===== config.mk =====
export PLATFORM = sky130hd
export DESIGN_NAME = asic_core
export DESIGN_NICKNAME = d
export VERILOG_FILES = /design/src/logic/asic_pkg.sv /design/src/logic/asic_core.sv
export VERILOG_INCLUDE_DIRS = /design/src /design/src/logic
export SDC_FILE = /design/constraint.sdc
export NUM_CORES = 1
export LEC_CHECK = 0
export ABC_AREA = 1
export BUFFER_PORTS_ARGS = -buffer_cell sky130_fd_sc_hd__buf_2
export CAP_MARGIN = 0
export CELL_PAD_IN_SITES_DETAIL_PLACEMENT = 0
export CELL_PAD_IN_SITES_GLOBAL_PLACEMENT = 1
export CORE_MARGIN = 4
export CORE_UTILIZATION = 40
export CTS_CLUSTER_DIAMETER = 30
export DETAILED_ROUTE_END_ITERATION = 8
export PLACE_DENSITY_LB_ADDON = 0.25
export SYNTH_ARGS = -nofsm -noshare
export SYNTH_HDL_FRONTEND = slang
export SYNTH_SLANG_ARGS = --single-unit
export TNS_END_PERCENT = 100

===== constraint.sdc =====
create_clock -name clk_sys_i -period 49.3 [get_ports clk_sys_i]
set_clock_uncertainty 0.2 [all_clocks]
set_input_delay 2.465 -clock clk_sys_i [delete_from_list [all_inputs] [get_ports clk_sys_i]]
set_output_delay 2.465 -clock clk_sys_i [all_outputs]
set_load 0.005 [all_outputs]

===== src/logic/asic_consts.svh =====
// Memory locations, reset values and timing counts of the angle sensor core.
`ifndef ASIC_CONSTS_SVH
`define ASIC_CONSTS_SVH
`define ASIC_LOC_ANGLE 8'h00
`define ASIC_LOC_SIN 8'h01
`define ASIC_LOC_COS 8'h02
`define ASIC_LOC_DIR 8'h03
`define ASIC_LOC_SENSE 8'h40
`define ASIC_LOC_OFFS 8'h41
`define ASIC_LOC_WEIGHT 8'h42
`define ASIC_LOC_HYST 8'h43
`define ASIC_LOC_ADDR 8'h44
`define ASIC_LOC_LOTY 8'h80
`define ASIC_LOC_LOTW 8'h81
`define ASIC_LOC_LOTI 8'h82
`define ASIC_RST_SENSE 1'h0
`define ASIC_RST_OFFS 14'h0000
`define ASIC_RST_WEIGHT 8'h01
`define ASIC_RST_HYST 8'h19
`define ASIC_RST_ADDR 8'h48
`define ASIC_OVR_ADDR 8'h10
`define ASIC_ADDR_MIN 8'h10
`define ASIC_ADDR_MAX 8'hee
`define ASIC_FULL_TURN 14'he10
`define ASIC_HALF_TURN 14'h0708
`define ASIC_CLK_HZ 20000000
`define ASIC_SAMPLE_HZ 12500
`define ASIC_PWM_HZ 24000
`define ASIC_SAMPLE_CYC (`ASIC_CLK_HZ / `ASIC_SAMPLE_HZ)
`define ASIC_PWM_CYC (`ASIC_CLK_HZ / `ASIC_PWM_HZ)
`define ASIC_NV_WRITE_MS 15
`define ASIC_STRAP_WAIT 2'h3
`endif


===== src/logic/asic_pkg.sv =====
// Types shared by the angle sensor core.
package asic_pkg;
	typedef enum logic [6:0] {
		I2C_IDLE = 7'h01,
		I2C_ADDR = 7'h02,
		I2C_AACK = 7'h04,
		I2C_WR = 7'h08,
		I2C_WACK = 7'h10,
		I2C_RD = 7'h20,
		I2C_RACK = 7'h40
	} asic_i2c_st_t;
	typedef struct packed {
		logic [11:0] angle;
		logic [11:0] sine;
		logic [11:0] cosine;
	} asic_adc_t;
	typedef struct packed {
		logic [2:0] scl_sync;
		logic [2:0] sda_sync;
		logic [2:0] pin_sync;
		logic scl;
		logic sda;
	} asic_sync_t;
	typedef struct packed {
		logic sense;
		logic [13:0] offs;
		logic [7:0] weight;
		logic [7:0] hyst;
		logic [7:0] addr;
	} asic_param_t;
	typedef struct packed {
		asic_sync_t sy;
		logic [1:0] strap_cnt;
		logic strap_done;
		logic use_ovr;
		asic_param_t par;
		asic_i2c_st_t st;
		logic [7:0] loc;
		logic [1:0] wr_idx;
		logic [7:0] wr_msb;
		logic [7:0] shift;
		logic [3:0] bit_cnt;
		logic rw;
		logic nack;
		logic rd_idx;
		logic [15:0] rd_word;
		logic sda_oe;
		logic [10:0] smp_cnt;
		logic [11:0] angle;
		logic [11:0] sin_v;
		logic [11:0] cos_v;
		logic [11:0] ref_ang;
		logic dir;
		logic [9:0] pwm_cnt;
		logic pwm;
	} asic_state_t;
endpackage : asic_pkg


===== src/logic/asic_core.sv =====
// Angle sensor digital core with I2C slave memory map and PWM output.
`timescale 1ns/1ps
`include "asic_consts.svh"
module asic_core #(
	parameter logic [15:0] LOT_YEAR = 16'h3030,
	parameter logic [15:0] LOT_WEEK = 16'h3030,
	parameter logic [15:0] LOT_INTERNAL = 16'h3030
) (
	// Clock and reset
	input wire logic clk_sys_i,
	input wire logic rst_n_i,
	// Converter front end
	input asic_pkg::asic_adc_t adc_i,
	output logic sample_strobe_o,
	// I2C pins
	input wire logic scl_i,
	input wire logic sda_i,
	output logic sda_o,
	output logic sda_oe_o,
	// Address strap
	input wire logic address_override_pin_i,
	// PWM output
	output logic pwm_o
);
	import asic_pkg::*;

	asic_state_t q;
	asic_state_t s;
	logic tick;
	logic scl_rise;
	logic scl_fall;
	logic start_c;
	logic stop_c;
	logic [7:0] my_addr;
	logic [15:0] rd_mux;
	logic [15:0] wr_val;
	logic [11:0] sensed;
	logic [11:0] cal;
	logic [19:0] acc;
	logic [19:0] quo;
	logic [11:0] filt;
	logic [11:0] delta;
	logic [21:0] pwm_lhs;
	logic [21:0] pwm_rhs;

	function automatic logic [11:0] wrap_sub(input logic [11:0] a, input logic [12:0] b);
		logic [13:0] d;
		d = {2'h0, a} + `ASIC_FULL_TURN - {1'h0, b};
		if (d >= `ASIC_FULL_TURN) begin
			d = d - `ASIC_FULL_TURN;
		end
		wrap_sub = d[11:0];
	endfunction : wrap_sub

	assign tick = (q.smp_cnt == 11'(`ASIC_SAMPLE_CYC - 1));
	assign sample_strobe_o = tick;
	// Open drain: the pin is only ever pulled low.
	assign sda_o = 1'h0;
	assign sda_oe_o = q.sda_oe;
	assign pwm_o = q.pwm;
	assign my_addr = q.use_ovr ? `ASIC_OVR_ADDR : q.par.addr;
	assign wr_val = {q.wr_msb, q.shift};

	// Read mux; narrow values are zero extended.
	always_comb begin
		case (q.loc)
			`ASIC_LOC_ANGLE: rd_mux = {4'h0, q.angle};
			`ASIC_LOC_SIN: rd_mux = {4'h0, q.sin_v};
			`ASIC_LOC_COS: rd_mux = {4'h0, q.cos_v};
			`ASIC_LOC_DIR: rd_mux = {15'h0000, q.dir};
			`ASIC_LOC_SENSE: rd_mux = {15'h0000, q.par.sense};
			`ASIC_LOC_OFFS: rd_mux = {2'h0, q.par.offs};
			`ASIC_LOC_WEIGHT: rd_mux = {8'h00, q.par.weight};
			`ASIC_LOC_HYST: rd_mux = {8'h00, q.par.hyst};
			`ASIC_LOC_ADDR: rd_mux = {8'h00, q.par.addr};
			`ASIC_LOC_LOTY: rd_mux = LOT_YEAR;
			`ASIC_LOC_LOTW: rd_mux = LOT_WEEK;
			`ASIC_LOC_LOTI: rd_mux = LOT_INTERNAL;
			default: rd_mux = 16'h0000;
		endcase
	end

	// Angle path: sense, offset, filter, hysteresis.
	always_comb begin
		sensed = q.par.sense ? wrap_sub(12'h000, {1'h0, adc_i.angle}) : adc_i.angle;
		cal = wrap_sub(sensed, q.par.offs[12:0]);
		acc = 20'(cal) + 20'(q.par.weight - 8'h01) * 20'(q.angle);
		quo = acc / 20'(q.par.weight);
		// Averaging across the 3600 wrap blends both ends; keep heavy filtering away from zero.
		filt = (q.par.weight == 8'h01) ? cal : quo[11:0];
		delta = wrap_sub(filt, {1'h0, q.ref_ang});
		pwm_lhs = 22'(q.pwm_cnt) * 22'(`ASIC_FULL_TURN);
		pwm_rhs = 22'(q.angle) * 22'(`ASIC_PWM_CYC);
	end

	always_comb begin
		s = q;
		// Pin synchronisers: a level counts once stages two and three agree.
		s.sy.scl_sync = {q.sy.scl_sync[1:0], scl_i};
		s.sy.sda_sync = {q.sy.sda_sync[1:0], sda_i};
		s.sy.pin_sync = {q.sy.pin_sync[1:0], address_override_pin_i};
		if (q.sy.scl_sync[1] == q.sy.scl_sync[2]) begin
			s.sy.scl = q.sy.scl_sync[2];
		end
		if (q.sy.sda_sync[1] == q.sy.sda_sync[2]) begin
			s.sy.sda = q.sy.sda_sync[2];
		end
		scl_rise = s.sy.scl & ~q.sy.scl;
		scl_fall = ~s.sy.scl & q.sy.scl;
		start_c = q.sy.scl & s.sy.scl & q.sy.sda & ~s.sy.sda;
		stop_c = q.sy.scl & s.sy.scl & ~q.sy.sda & s.sy.sda;

		// Strap is caught once after reset release, never again.
		if (!q.strap_done) begin
			if (q.strap_cnt != `ASIC_STRAP_WAIT) begin
				s.strap_cnt = q.strap_cnt + 2'h1;
			end else if (q.sy.pin_sync[1] == q.sy.pin_sync[2]) begin
				s.use_ovr = ~q.sy.pin_sync[2];
				s.strap_done = 1'h1;
			end
		end

		// Sample timing, raw vectors and angle.
		s.smp_cnt = tick ? 11'h000 : q.smp_cnt + 11'h001;
		if (tick) begin
			s.sin_v = adc_i.sine;
			s.cos_v = adc_i.cosine;
			s.angle = filt;
			if ((delta < 12'(`ASIC_HALF_TURN)) && (delta > {4'h0, q.par.hyst})) begin
				s.dir = 1'h1;
				s.ref_ang = filt;
			end else if ((delta >= 12'(`ASIC_HALF_TURN)) &&
					((12'(`ASIC_FULL_TURN) - delta) > {4'h0, q.par.hyst})) begin
				s.dir = 1'h0;
				s.ref_ang = filt;
			end
		end

		// PWM carrier.
		s.pwm_cnt = (q.pwm_cnt == 10'(`ASIC_PWM_CYC - 1)) ? 10'h000 : q.pwm_cnt + 10'h001;
		s.pwm = (pwm_lhs < pwm_rhs);

		// I2C slave. Bits are taken from the filtered level that settles on the clock rise,
		// because the device's own release after an acknowledge reaches the filter with it.
		case (q.st)
			I2C_IDLE: begin
				s.sda_oe = 1'h0;
			end
			I2C_ADDR: begin
				if (scl_rise) begin
					s.shift = {q.shift[6:0], s.sy.sda};
					s.bit_cnt = q.bit_cnt + 4'h1;
				end else if (scl_fall && (q.bit_cnt == 4'h8)) begin
					if (q.shift[7:1] == my_addr[7:1]) begin
						s.rw = q.shift[0];
						s.sda_oe = 1'h1;
						s.st = I2C_AACK;
					end else begin
						s.st = I2C_IDLE;
					end
				end
			end
			I2C_AACK: begin
				if (scl_fall) begin
					s.bit_cnt = 4'h0;
					if (q.rw) begin
						s.rd_word = rd_mux;
						s.shift = rd_mux[15:8];
						s.sda_oe = ~rd_mux[15];
						s.rd_idx = 1'h0;
						s.st = I2C_RD;
					end else begin
						s.sda_oe = 1'h0;
						s.st = I2C_WR;
					end
				end
			end
			I2C_WR: begin
				if (scl_rise) begin
					s.shift = {q.shift[6:0], s.sy.sda};
					s.bit_cnt = q.bit_cnt + 4'h1;
				end else if (scl_fall && (q.bit_cnt == 4'h8)) begin
					s.sda_oe = 1'h1;
					s.st = I2C_WACK;
					case (q.wr_idx)
						2'h0: begin
							s.loc = q.shift;
							s.wr_idx = 2'h1;
						end
						2'h1: begin
							s.wr_msb = q.shift;
							s.wr_idx = 2'h2;
						end
						2'h2: begin
							s.wr_idx = 2'h3;
							// Parameter store: out-of-range values are dropped.
							case (q.loc)
								`ASIC_LOC_SENSE: begin
									if (wr_val <= 16'h0001) s.par.sense = wr_val[0];
								end
								`ASIC_LOC_OFFS: begin
									if (wr_val <= 16'(`ASIC_FULL_TURN)) s.par.offs = wr_val[13:0];
								end
								`ASIC_LOC_WEIGHT: begin
									if ((wr_val != 16'h0000) && (wr_val <= 16'h00ff)) begin
										s.par.weight = wr_val[7:0];
									end
								end
								`ASIC_LOC_HYST: begin
									if (wr_val <= 16'h00ff) s.par.hyst = wr_val[7:0];
								end
								`ASIC_LOC_ADDR: begin
									if ((wr_val >= 16'(`ASIC_ADDR_MIN)) && (wr_val <= 16'(`ASIC_ADDR_MAX))) begin
										s.par.addr = wr_val[7:0];
									end
								end
								default: begin
								end
							endcase
						end
						default: begin
						end
					endcase
				end
			end
			I2C_WACK: begin
				if (scl_fall) begin
					s.sda_oe = 1'h0;
					s.bit_cnt = 4'h0;
					s.st = I2C_WR;
				end
			end
			I2C_RD: begin
				if (scl_fall) begin
					if (q.bit_cnt == 4'h7) begin
						s.sda_oe = 1'h0;
						s.st = I2C_RACK;
					end else begin
						s.bit_cnt = q.bit_cnt + 4'h1;
						s.shift = {q.shift[6:0], 1'h0};
						s.sda_oe = ~q.shift[6];
					end
				end
			end
			I2C_RACK: begin
				if (scl_rise) begin
					s.nack = s.sy.sda;
				end else if (scl_fall) begin
					if (q.nack) begin
						s.st = I2C_IDLE;
					end else begin
						// Bytes past the pair read as 8'h80: the first bit is released, the other seven are driven low.
						s.shift = q.rd_idx ? 8'h00 : q.rd_word[7:0];
						s.sda_oe = q.rd_idx ? 1'h0 : ~q.rd_word[7];
						s.rd_idx = 1'h1;
						s.bit_cnt = 4'h0;
						s.st = I2C_RD;
					end
				end
			end
			default: begin
				s.sda_oe = 1'h0;
				s.st = I2C_IDLE;
			end
		endcase
		if (start_c) begin
			s.st = I2C_ADDR;
			s.bit_cnt = 4'h0;
			s.sda_oe = 1'h0;
			s.wr_idx = 2'h0;
		end else if (stop_c) begin
			s.st = I2C_IDLE;
			s.sda_oe = 1'h0;
		end
	end

	always_ff @(posedge clk_sys_i or negedge rst_n_i) begin
		if (!rst_n_i) begin
			q <= '0;
			q.sy.scl_sync <= 3'h7;
			q.sy.sda_sync <= 3'h7;
			q.sy.pin_sync <= 3'h7;
			q.sy.scl <= 1'h1;
			q.sy.sda <= 1'h1;
			q.par.sense <= `ASIC_RST_SENSE;
			q.par.offs <= `ASIC_RST_OFFS;
			q.par.weight <= `ASIC_RST_WEIGHT;
			q.par.hyst <= `ASIC_RST_HYST;
			q.par.addr <= `ASIC_RST_ADDR;
			q.loc <= `ASIC_LOC_ANGLE;
			q.st <= I2C_IDLE;
		end else begin
			q <= s;
		end
	end
endmodule : asic_core


==> summary.txt, run 1 <==
Status -> finished, final reports clean
Hold Slack -> 0.157 ns
Hold Crit Class -> flip-flop to flip-flop
Slew Viols, Final -> 0
Layout cell share with drive strength beyond 1 -> 0.162
TritonCTS clock tree -> yes
Post-DP HPWL -> 59.4 mm
Top FF cell, synth -> dfrtp_1
Number of global-route vias before repair -> 22600
Placed cell count -> 4619
Synth-to-layout area growth -> 16.0%
Library cells used by synthesis -> 74
Mean Syn Cell Area -> 7.11 sq um
Slew of the pin with the lowest slew margin -> 1.04 ns
Post-synth net total -> 4239
Vias -> 23800
Global-route track usage on met2 -> 0.359
Hold Path End -> q[174]$_DFF_PN1_
R2R cell count -> 329
Initial antenna violation count -> 0
Fin cells -> 4745
Die ar. -> 0.0696 sq mm
Final Cell Area -> 0.0303 sq mm
Cell Area, Placed -> 0.0280 sq mm
I/O pins -> 45
Worst hold start -> q[173]$_DFF_PN1_
Port buffer count -> 43
Reg2reg start -> q[166]$_DFFE_PN0P_
Worst hold path depth -> 0
# setup viols final -> 0
TritonRoute pass-1 iters -> 6
Gr ovfl total -> 0
Nets -> 4438
Met3 Resource Use GR -> 0.0225
Worst path most repeated cell -> nand2_1
Worst slew margin -> 0.304
Initial DRC count -> 1325
Place WS -> -1.34 ns
Vias per cell -> 5.01
Met1 Usage GRT -> 0.277
Slowest CP cell -> fa_1
Synth Warn # -> 0
Post-synth EDFFs -> 0
Antenna cell count -> 0
WP buf/inv -> 62
Yosys reg bits -> 174
Row count -> 93
Max Buffers Root-to-Sink -> 2
Hold Fails Final Rpt -> 0
Max-Cap Viols -> 0
Setup CP Type -> input pin to flip-flop
GRT busiest layer -> met2
Worst Setup Start Kind -> input pin
Critical path peak fanout -> 8
Die height -> 264 um
CP arrival -> 46.15 ns
GPL Wtd Cong -> 0.896
Final ANT Viol Nets -> 0
Final worst slack -> 3.26 ns
CP Capture Type -> flip-flop
Initial core utilization -> 0.405
R2r setup slk -> 5.79 ns
First-pass GRT wire length -> 117 mm
Fill count -> 6641
WP data required -> 49.41 ns
Total Routed Length -> 74.4 mm
Worst path top cell family by delay -> compound AO/OA/AOI/OAI gates
WL/cell -> 15.7 um
CTS Buf Count -> 17
Reg clk slew, reported paths -> 0.07 ns
Hold buffers post-CTS -> 0
Post-synthesis sequential area ratio -> 0.167
Fraction of registers with async set/reset -> 1.00
CP max stage delay -> 0.54 ns
Root buf cell -> clkbuf_16
Total track usage -> 0.206
Fin crit share -> 0.934
Largest net degree at the start of global routing -> 115
Area of the core -> 0.0646 sq mm
Post-Syn Area -> 0.0262 sq mm
Skew-Pair Late Insertion Delay -> 0.46 ns
Reg-to-reg endpoint -> q[21]$_DFFE_PN0P_
Max H-tree Level -> 4
Drt drc -> 0
Post-Syn Instances -> 3678
Total clock sinks -> 174
Fmax -> 21.7 MHz
Crit path time final -> 46.04 ns
DIE WIDTH -> 264 um
-- worst max-delay path by stage --
stage / to / cells past startpoint / slack, ns / start
6_report: q[21]$_DFFE_PN0P_ / 340 / 3.26 / adc_i[24]
5_1_grt: q[21]$_DFFE_PN0P_ / 348 / -0.70 / adc_i[24]
4_1_cts: q[14]$_DFFE_PN0P_ / 345 / 0.03 / adc_i[26]
3_5_place_dp: q[18]$_DFFE_PN0P_ / 336 / -1.34 / adc_i[26]
3_3_place_gp: q[16]$_DFFE_PN0P_ / 337 / -0.32 / adc_i[26]
2_1_floorplan: q[23]$_DFFE_PN0P_ / 355 / 0.003 / adc_i[26]
-- sequential cells by signal, indices dropped and copies added (netlist names) --
| name | flops |
|---|---|
| pwm_o | 1 |
| sda_oe_o | 1 |
| q | 172 |
-- placed cells by master (no fill, tap or decap), types with 103 or more instances in the layout --
master and count:
a21oi_1 125, buf_4 180, dfrtp_1 156, nand3_1 166, ha_1 397, nand2_1 806
inv_1 615, fa_1 103, xor2_1 128, nor2_1 214, o21ai_0 203
-- what timing repair did --
item | CTS | global route
gates resized for setup | 17 | 248
setup endpoints to repair | 13 | 14
gates cloned | 0 | 2
buffers inserted | 10 | 82
pin swaps | 5 | 156
-- logic make-up after synthesis --
kind of cell / share of synthesized area
adder cells (fa/ha/maj): 0.279
other: 0.000143
XOR/XNOR: 0.0639
buffers and inverters: 0.108
multiplexers: 0.00129
AO/OA/AOI/OAI: 0.131
flip-flops: 0.167
AND/OR/NAND/NOR: 0.250
-- metrics by stage --
stage	utilization	setup TNS, ns
after floorplan	-	0
after global placement	0.433	-2.73
after detailed placement	0.433	-15.52
after CTS	0.445	0
after global routing	0.470	-8.28
final	0.470	0
-- final cells by class --
cell class / count / area (sq um) / area share
repair buffers: 230 / 1690 / 0.0558
clock inverters: 14 / 166 / 0.00548
repair inverters: 1 / 5.00 / 0.000165
clock buffers: 18 / 439 / 0.0145
flip-flops and latches: 174 / 4380 / 0.144
inverters: 686 / 2610 / 0.0859
multi-input cells: 2767 / 20000 / 0.659
well taps: 855 / 1070 / 0.0352
-- per-layer routing --
| metal | vias to the layer above | wire length, um |
|---|---|---|
| met4 | 0 | 1530 |
| met5 | - | 0 |
| met3 | 73 | 2770 |
| met2 | 387 | 35900 |
| met1 | 11000 | 34200 |
| li1 | 12300 | - |
-- synthesized netlist by cell type (all sizes together), types with 2 or more instances --
cell type | number | area [sq um]
o21ai | 262 | 1330
a32o | 2 | 20.0
a311oi | 2 | 17.5
fa | 104 | 2080
o31ai | 9 | 67.6
nor2 | 251 | 1070
o221ai | 3 | 26.3
dfrtp | 156 | 3900
dfstp | 18 | 473
nand4 | 61 | 382
nor3 | 36 | 185
o21a | 3 | 22.5
o211ai | 10 | 75.1
o21bai | 37 | 282
or2 | 24 | 150
a21o | 25 | 188
a22oi | 3 | 22.5
nor3b | 2 | 15.0
mux2 | 3 | 33.8
nand2 | 870 | 3380
a41oi | 2 | 17.5
clkbuf | 39 | 146
xnor2 | 54 | 473
o2111ai | 11 | 96.3
a21boi | 2 | 15.0
xor2 | 137 | 1200
nand3 | 195 | 1160
a221oi | 3 | 26.3
a211oi | 4 | 30.0
inv | 678 | 2540
nor4 | 10 | 62.6
and2 | 7 | 43.8
ha | 416 | 5200
nand3b | 10 | 75.1
o22ai | 17 | 106
a21oi | 173 | 930
o41ai | 3 | 26.3
a31oi | 5 | 31.3
clkinv | 8 | 31.3
buf | 12 | 90.1
-- worst register-to-register path: cells and delay by family (launching register included) --
family                   cells  cell delay, ns
AO/OA/AOI/OAI              108           15.30
AND/OR/NAND/NOR            129           12.73
adder cells (fa/ha/maj)     30            8.78
buffers and inverters       59            5.15
XOR/XNOR                     3            0.65
flip-flops                   1            0.61
Power of run 1 is not shown: default switching activity piles up to over one toggle a cycle in this logic, so the estimate is an artifact.
==> run 2, diff against run 1 <==
- BUFFER_PORTS_ARGS: -buffer_cell sky130_fd_sc_hd__buf_2 -> -buffer_cell sky130_fd_sc_hd__clkbuf_2
==> run 2 against run 1 <==
Against the previous run:
- non-clock buffer count increased by 19
- sequential share of layout area decreased by 0.14 points
- core utilization increased by 0.47 points
==> summary.txt, run 2 (synthesis results as in run 1) <==
Port buffer count -> 43 (unchanged)
Crit path time final -> 46.31 ns (was 46.04 ns)
Initial core utilization -> 0.405 (unchanged)
Hold buffers post-CTS -> 0 (unchanged)
CP max stage delay -> 0.53 ns (was 0.54 ns)
Row count -> 93 (unchanged)
GPL Wtd Cong -> 0.909 (was 0.896)
Initial DRC count -> 1112 (was 1325)
Critical path peak fanout -> 11 (was 8)
Setup TNS Final -> 0 ns (unchanged)
TritonCTS clock tree -> yes (unchanged)
Worst Setup Start Kind -> input pin (unchanged)
Worst slew margin -> 0.203 (was 0.304)
Initial antenna violation count -> 1 (was 0)
Worst path most repeated cell -> nand2_1 (unchanged)
Reg-to-reg endpoint -> q[14]$_DFFE_PN0P_ (was q[21]$_DFFE_PN0P_)
Placed cell count -> 4625 (was 4619)
First-pass GRT wire length -> 120 mm (was 117 mm)
CP arrival -> 46.43 ns (was 46.15 ns)
Vias -> 23800 (about the same)
Total clock sinks -> 174 (unchanged)
Most frequent cells in the layout -> nand2_1, inv_1, ha_1, nor2_1, o21ai_0 (unchanged)
R2r setup slk -> 5.48 ns (was 5.79 ns)
Layout cell share with drive strength beyond 1 -> 0.170 (was 0.162)
Status -> finished, final reports clean (unchanged)
Nets -> 4459 (was 4438)
Total track usage -> 0.210 (was 0.206)
Crit path launch -> adc_i[24] (unchanged)
Slew Viols, Final -> 0 (unchanged)
Commonest non-fill, non-tap cell in the layout -> nand2_1 (unchanged)
Largest register FFs -> 172 (unchanged)
Levels on crit path -> 334 (was 340)
# setup viols final -> 0 (unchanged)
I/O pins -> 45 (unchanged)
Total Routed Length -> 75.4 mm (was 74.4 mm)
Worst path top cell family by delay -> compound AO/OA/AOI/OAI gates (unchanged)
Vias per cell -> 4.98 (was 5.01)
Max-Cap Viols -> 0 (unchanged)
Slowest CP cell -> fa_1 (unchanged)
Fin cells -> 4768 (was 4745)
Fin crit share -> 0.939 (was 0.934)
TritonRoute pass-1 iters -> 7 (was 6)
DIE WIDTH -> 264 um (unchanged)
Reg clk slew, reported paths -> 0.07 ns (about the same)
Max H-tree Level -> 4 (unchanged)
Largest reg by FF count -> q (unchanged)
Final ANT Viol Nets -> 0 (unchanged)
CTS Buf Count -> 17 (unchanged)
Root buf cell -> clkbuf_16 (unchanged)
Setup CP Type -> input pin to flip-flop (unchanged)
Max Buffers Root-to-Sink -> 2 (unchanged)
Synth-to-layout area growth -> 17.2% (was 16.0%)
R2R cell count -> 324 (was 329)
Reg2reg start -> q[166]$_DFFE_PN0P_ (unchanged)
Number of global-route vias before repair -> 22800 (was 22600)
Area of the core -> 0.0646 sq mm (unchanged)
Fmax -> 21.6 MHz (was 21.7 MHz)
WP buf/inv -> 65 (was 62)
Fill count -> 6626 (was 6641)
Final Util -> 0.475 (was 0.470)
Gr ovfl total -> 0 (unchanged)
Slew of the pin with the lowest slew margin -> 1.18 ns (was 1.04 ns)
Skew-Pair Late Insertion Delay -> 0.47 ns (was 0.46 ns)
Post-DP HPWL -> 60.2 mm (was 59.4 mm)
Largest net degree at the start of global routing -> 78 (was 115)
Drt drc -> 0 (unchanged)
Hold Fails Final Rpt -> 0 (unchanged)
WL/cell -> 15.8 um (was 15.7 um)
Die ar. -> 0.0696 sq mm (unchanged)
Hold Crit Class -> flip-flop to flip-flop (unchanged)
WP data required -> 49.42 ns (was 49.41 ns)
Hold Slack -> 0.156 ns (was 0.157 ns)
Die height -> 264 um (unchanged)
Crit path to -> q[14]$_DFFE_PN0P_ (was q[21]$_DFFE_PN0P_)
CP Capture Type -> flip-flop (unchanged)
==> run 2: changes by cell type in the layout (fill, tap and decap cells not counted), sizes merged <==
cell,previous run,this run
diode,0,2
clkbuf,20,64
buf,228,205
clkinv,14,12
nand2,870,872
==> run 2: final cells by class <==
class	instances	area (sq um)	area share
antenna	2	5.00	0.000163
clock buffer	20	437	0.0142
multi-input combinational	2769	20200	0.658
sequential	174	4380	0.143
timing repair buffer	249	1860	0.0606
inverter	686	2620	0.0853
timing repair inverter	1	5.00	0.000163
tap	855	1070	0.0349
clock inverter	12	129	0.00420
==> run 2: per-layer routing <==
| layer | GRT usage | routed length (um) |
|---|---|---|
| met1 | 0.283 | 35100 |
| met2 | 0.364 | 36300 |
| met3 | 0.0184 | 2130 |
| met4 | 0.0547 | 1770 |
| met5 | 0 | 15 |
==> run 2: stage by stage <==
step	cell area (sq um)	worst slack, ns
2_1_floorplan	26200	0.00291
3_3_place_gp	28000	-0.135
3_5_place_dp	28000	-1.23
4_1_cts	28700	0.00620
5_1_grt	30600	-0.600
6_report	30700	2.99
==> run 2: repair_timing <==
| item | in CTS | in global routing |
|---|---|---|
| setup buffers | 7 | 96 |
| endpoints found under the setup margin | 13 | 14 |
| gates cloned | 1 | 5 |
| pin swaps | 2 | 181 |
| gates resized for setup | 23 | 289 |
==> run 2: worst min path at each step <==
stage                                 from               end  cells after the start
after global routing      q[173]$_DFF_PN1_  q[174]$_DFF_PN1_                      0
after CTS                 q[173]$_DFF_PN1_  q[174]$_DFF_PN1_                      0
after detailed placement  q[173]$_DFF_PN1_  q[174]$_DFF_PN1_                      0
after global placement    q[173]$_DFF_PN1_  q[174]$_DFF_PN1_                      0
after floorplan           q[173]$_DFF_PN1_  q[174]$_DFF_PN1_                      0
final                     q[173]$_DFF_PN1_  q[174]$_DFF_PN1_                      0
Power of run 2 is left out for the same reason.
==> run 3, diff against run 2 <==
==> constraint.sdc (replaced) <==
create_clock -name clk_sys_i -period 49.3 [get_ports clk_sys_i]
set_clock_uncertainty 0.2 [all_clocks]
set_input_delay 12.325 -clock clk_sys_i [delete_from_list [all_inputs] [get_ports clk_sys_i]]
set_output_delay 12.325 -clock clk_sys_i [all_outputs]
set_load 0.005 [all_outputs]
==> run 3 against run 2 <==
Against the previous run:
- the flow now finishes with violations (negative setup slack)
- routed wire length grew 8.2%
- non-clock buffer count is 800 higher
- register-to-register slack gained 1.4 ns
- core utilization up 10 points
- via count is 14% higher
- sequential share of layout area is 2.6 points lower
- critical path depth up 9
==> summary.txt, run 3 (synthesis results as in run 1) <==
Status -> finished with violations (was finished, final reports clean)
Failing checks -> negative setup slack
Fmax -> 18.3 MHz (was 21.6 MHz)
Worst Setup Start Kind -> input pin (unchanged)
Port buffer count -> 43 (unchanged)
CP arrival -> 54.71 ns (was 46.43 ns)
Row count -> 93 (unchanged)
R2r setup slk -> 6.86 ns (was 5.48 ns)
Commonest non-fill, non-tap cell in the layout -> buf_4 (was nand2_1)
Total clock sinks -> 174 (unchanged)
Max Buffers Root-to-Sink -> 2 (unchanged)
Setup CP Type -> input pin to flip-flop (unchanged)
Number of global-route vias before repair -> 26500 (was 22800)
Most frequent cells in the layout -> buf_4, nand2_1, inv_1, ha_1, nor2_1 (was nand2_1, inv_1, ha_1, nor2_1, o21ai_0)
Slowest CP cell -> fa_1 (unchanged)
Largest net degree at the start of global routing -> 108 (was 78)
Worst path top cell family by delay -> buffers and inverters (was compound AO/OA/AOI/OAI gates)
GRT busiest layer -> met2 (unchanged)
Die height -> 264 um (unchanged)
WP data required -> 49.42 ns (about the same)
Drt drc -> 0 (unchanged)
Worst path most repeated cell -> buf_4 (was nand2_1)
Fin cells -> 5565 (was 4768)
Total track usage -> 0.226 (was 0.210)
Gr ovfl total -> 0 (unchanged)
Initial DRC count -> 1498 (was 1112)
Critical path peak fanout -> 9 (was 11)
DIE WIDTH -> 264 um (unchanged)
Global-route track usage on met2 -> 0.379 (was 0.364)
Vias per cell -> 4.86 (was 4.98)
Reg-to-reg endpoint -> q[23]$_DFFE_PN0P_ (was q[14]$_DFFE_PN0P_)
Area of the core -> 0.0646 sq mm (unchanged)
Crit path time final -> 54.60 ns (was 46.31 ns)
CTS Buf Count -> 17 (unchanged)
Worst hold path depth -> 0 (unchanged)
R2R cell count -> 330 (was 324)
CP max stage delay -> 0.52 ns (was 0.53 ns)
Layout cell share with drive strength beyond 1 -> 0.336 (was 0.170)
RSZ-0062 raised after global routing -> true
Met3 Resource Use GR -> 0.0325 (was 0.0184)
First-pass GRT wire length -> 131 mm (was 120 mm)
Initial antenna violation count -> 2 (was 1)
TritonCTS clock tree -> yes (unchanged)
Hold Crit Class -> flip-flop to flip-flop (unchanged)
TritonRoute pass-1 iters -> 7 (unchanged)
Die ar. -> 0.0696 sq mm (unchanged)
Post-DP HPWL -> 60.7 mm (was 60.2 mm)
Root buf cell -> clkbuf_16 (unchanged)
I/O pins -> 45 (unchanged)
Met1 Usage GRT -> 0.308 (was 0.283)
Max H-tree Level -> 4 (unchanged)
Fin crit share -> 1.11 (was 0.939)
Antenna cell count -> 0 (was 2)
Reg clk slew, reported paths -> 0.07 ns (about the same)
WL/cell -> 14.7 um (was 15.8 um)
Hold buffers post-CTS -> 0 (unchanged)
Largest reg by FF count -> q (unchanged)
Worst hold start -> q[173]$_DFF_PN1_ (unchanged)
Hold Fails Final Rpt -> 0 (unchanged)
Slew of the pin with the lowest slew margin -> 1.08 ns (was 1.18 ns)
Total Routed Length -> 81.6 mm (was 75.4 mm)
Max-Cap Viols -> 0 (unchanged)
Placed cell count -> 5220 (was 4625)
WP buf/inv -> 112 (was 65)
Largest register FFs -> 172 (unchanged)
Final ANT Viol Nets -> 0 (unchanged)
Nets -> 5258 (was 4459)
Worst slew margin -> 0.276 (was 0.203)
Vias -> 27100 (was 23800)
Slew Viols, Final -> 0 (unchanged)
Synth-to-layout area growth -> 42.8% (was 17.2%)
Initial core utilization -> 0.405 (unchanged)
Final worst slack -> -5.30 ns (was 2.99 ns)
Reg2reg start -> q[166]$_DFFE_PN0P_ (unchanged)
# setup viols final -> 15 (was 0)
Skew-Pair Late Insertion Delay -> 0.47 ns (about the same)
CP Capture Type -> flip-flop (unchanged)
GPL Wtd Cong -> 0.875 (was 0.909)
Hold Path End -> q[174]$_DFF_PN1_ (unchanged)
## run 3: cell count changes in the layout (fill, tap and decap cells not counted), sizes merged
cell / previous run / this run
buf: 205 / 1008
clkbuf: 64 / 59
clkinvlp: 5 / 1
inv: 681 / 685
clkinv: 12 / 15
diode: 2 / 0
nand2: 872 / 870
## run 3: how the worst max path moves through the flow
stage | from | to | cells past startpoint
detailed placement | adc_i[25] | q[16]$_DFFE_PN0P_ | 338
CTS | adc_i[26] | q[23]$_DFFE_PN0P_ | 344
floorplan | adc_i[26] | q[21]$_DFFE_PN0P_ | 361
global route | adc_i[24] | q[16]$_DFFE_PN0P_ | 354
global placement | adc_i[25] | q[11]$_DFFE_PN0P_ | 342
finish | adc_i[25] | q[23]$_DFFE_PN0P_ | 343
## run 3: worst register-to-register path: cells and delay by family, from the launching register on
kind                     cells  cell delay, ns
XOR/XNOR                     4            0.76
AO/OA/AOI/OAI               81           11.12
adder cells (fa/ha/maj)     28            7.61
AND/OR/NAND/NOR            107           10.17
flip-flops                   1            0.59
buffers and inverters      110           11.94
## run 3: cell type report
cell class	instances	area, sq um
fillers	5987	27200
multi-input cells	2767	20700
repair buffers	1049	7910
flip-flops and latches	174	4380
inverters	686	2640
well taps	855	1070
clock buffers	18	439
clock inverters	14	190
repair inverters	2	22.5
## run 3: repair_timing
action	CTS	global route
endpoints found under the setup margin	15	16
setup buffers	248	64
gates cloned	2	0
pin swaps	161	206
gates resized for setup	191	183
## run 3: per-layer routing
| metal | wire length (um) | vias to the layer above |
|---|---|---|
| met2 | 38400 | 511 |
| met5 | 23 | - |
| met1 | 37800 | 12500 |
| met3 | 3350 | 146 |
| li1 | - | 13900 |
| met4 | 1980 | 4 |
## run 3: stage by stage
step / setup WS, ns / utilization / hold slack (ns) / instance area, sq um / TNS [ns]
4_1_cts: -3.92 / 0.559 / 0.161 / 36100 / -50.69
2_1_floorplan: -7.18 / - / 0.145 / 26700 / -97.36
5_1_grt: -8.29 / 0.579 / 0.162 / 37400 / -114.64
3_3_place_gp: -5.06 / 0.508 / 0.147 / 32800 / -66.91
3_5_place_dp: -6.26 / 0.508 / 0.150 / 32800 / -84.27
6_report: -5.30 / 0.579 / 0.158 / 37400 / -69.82
Power of run 3 is left out for the same reason.
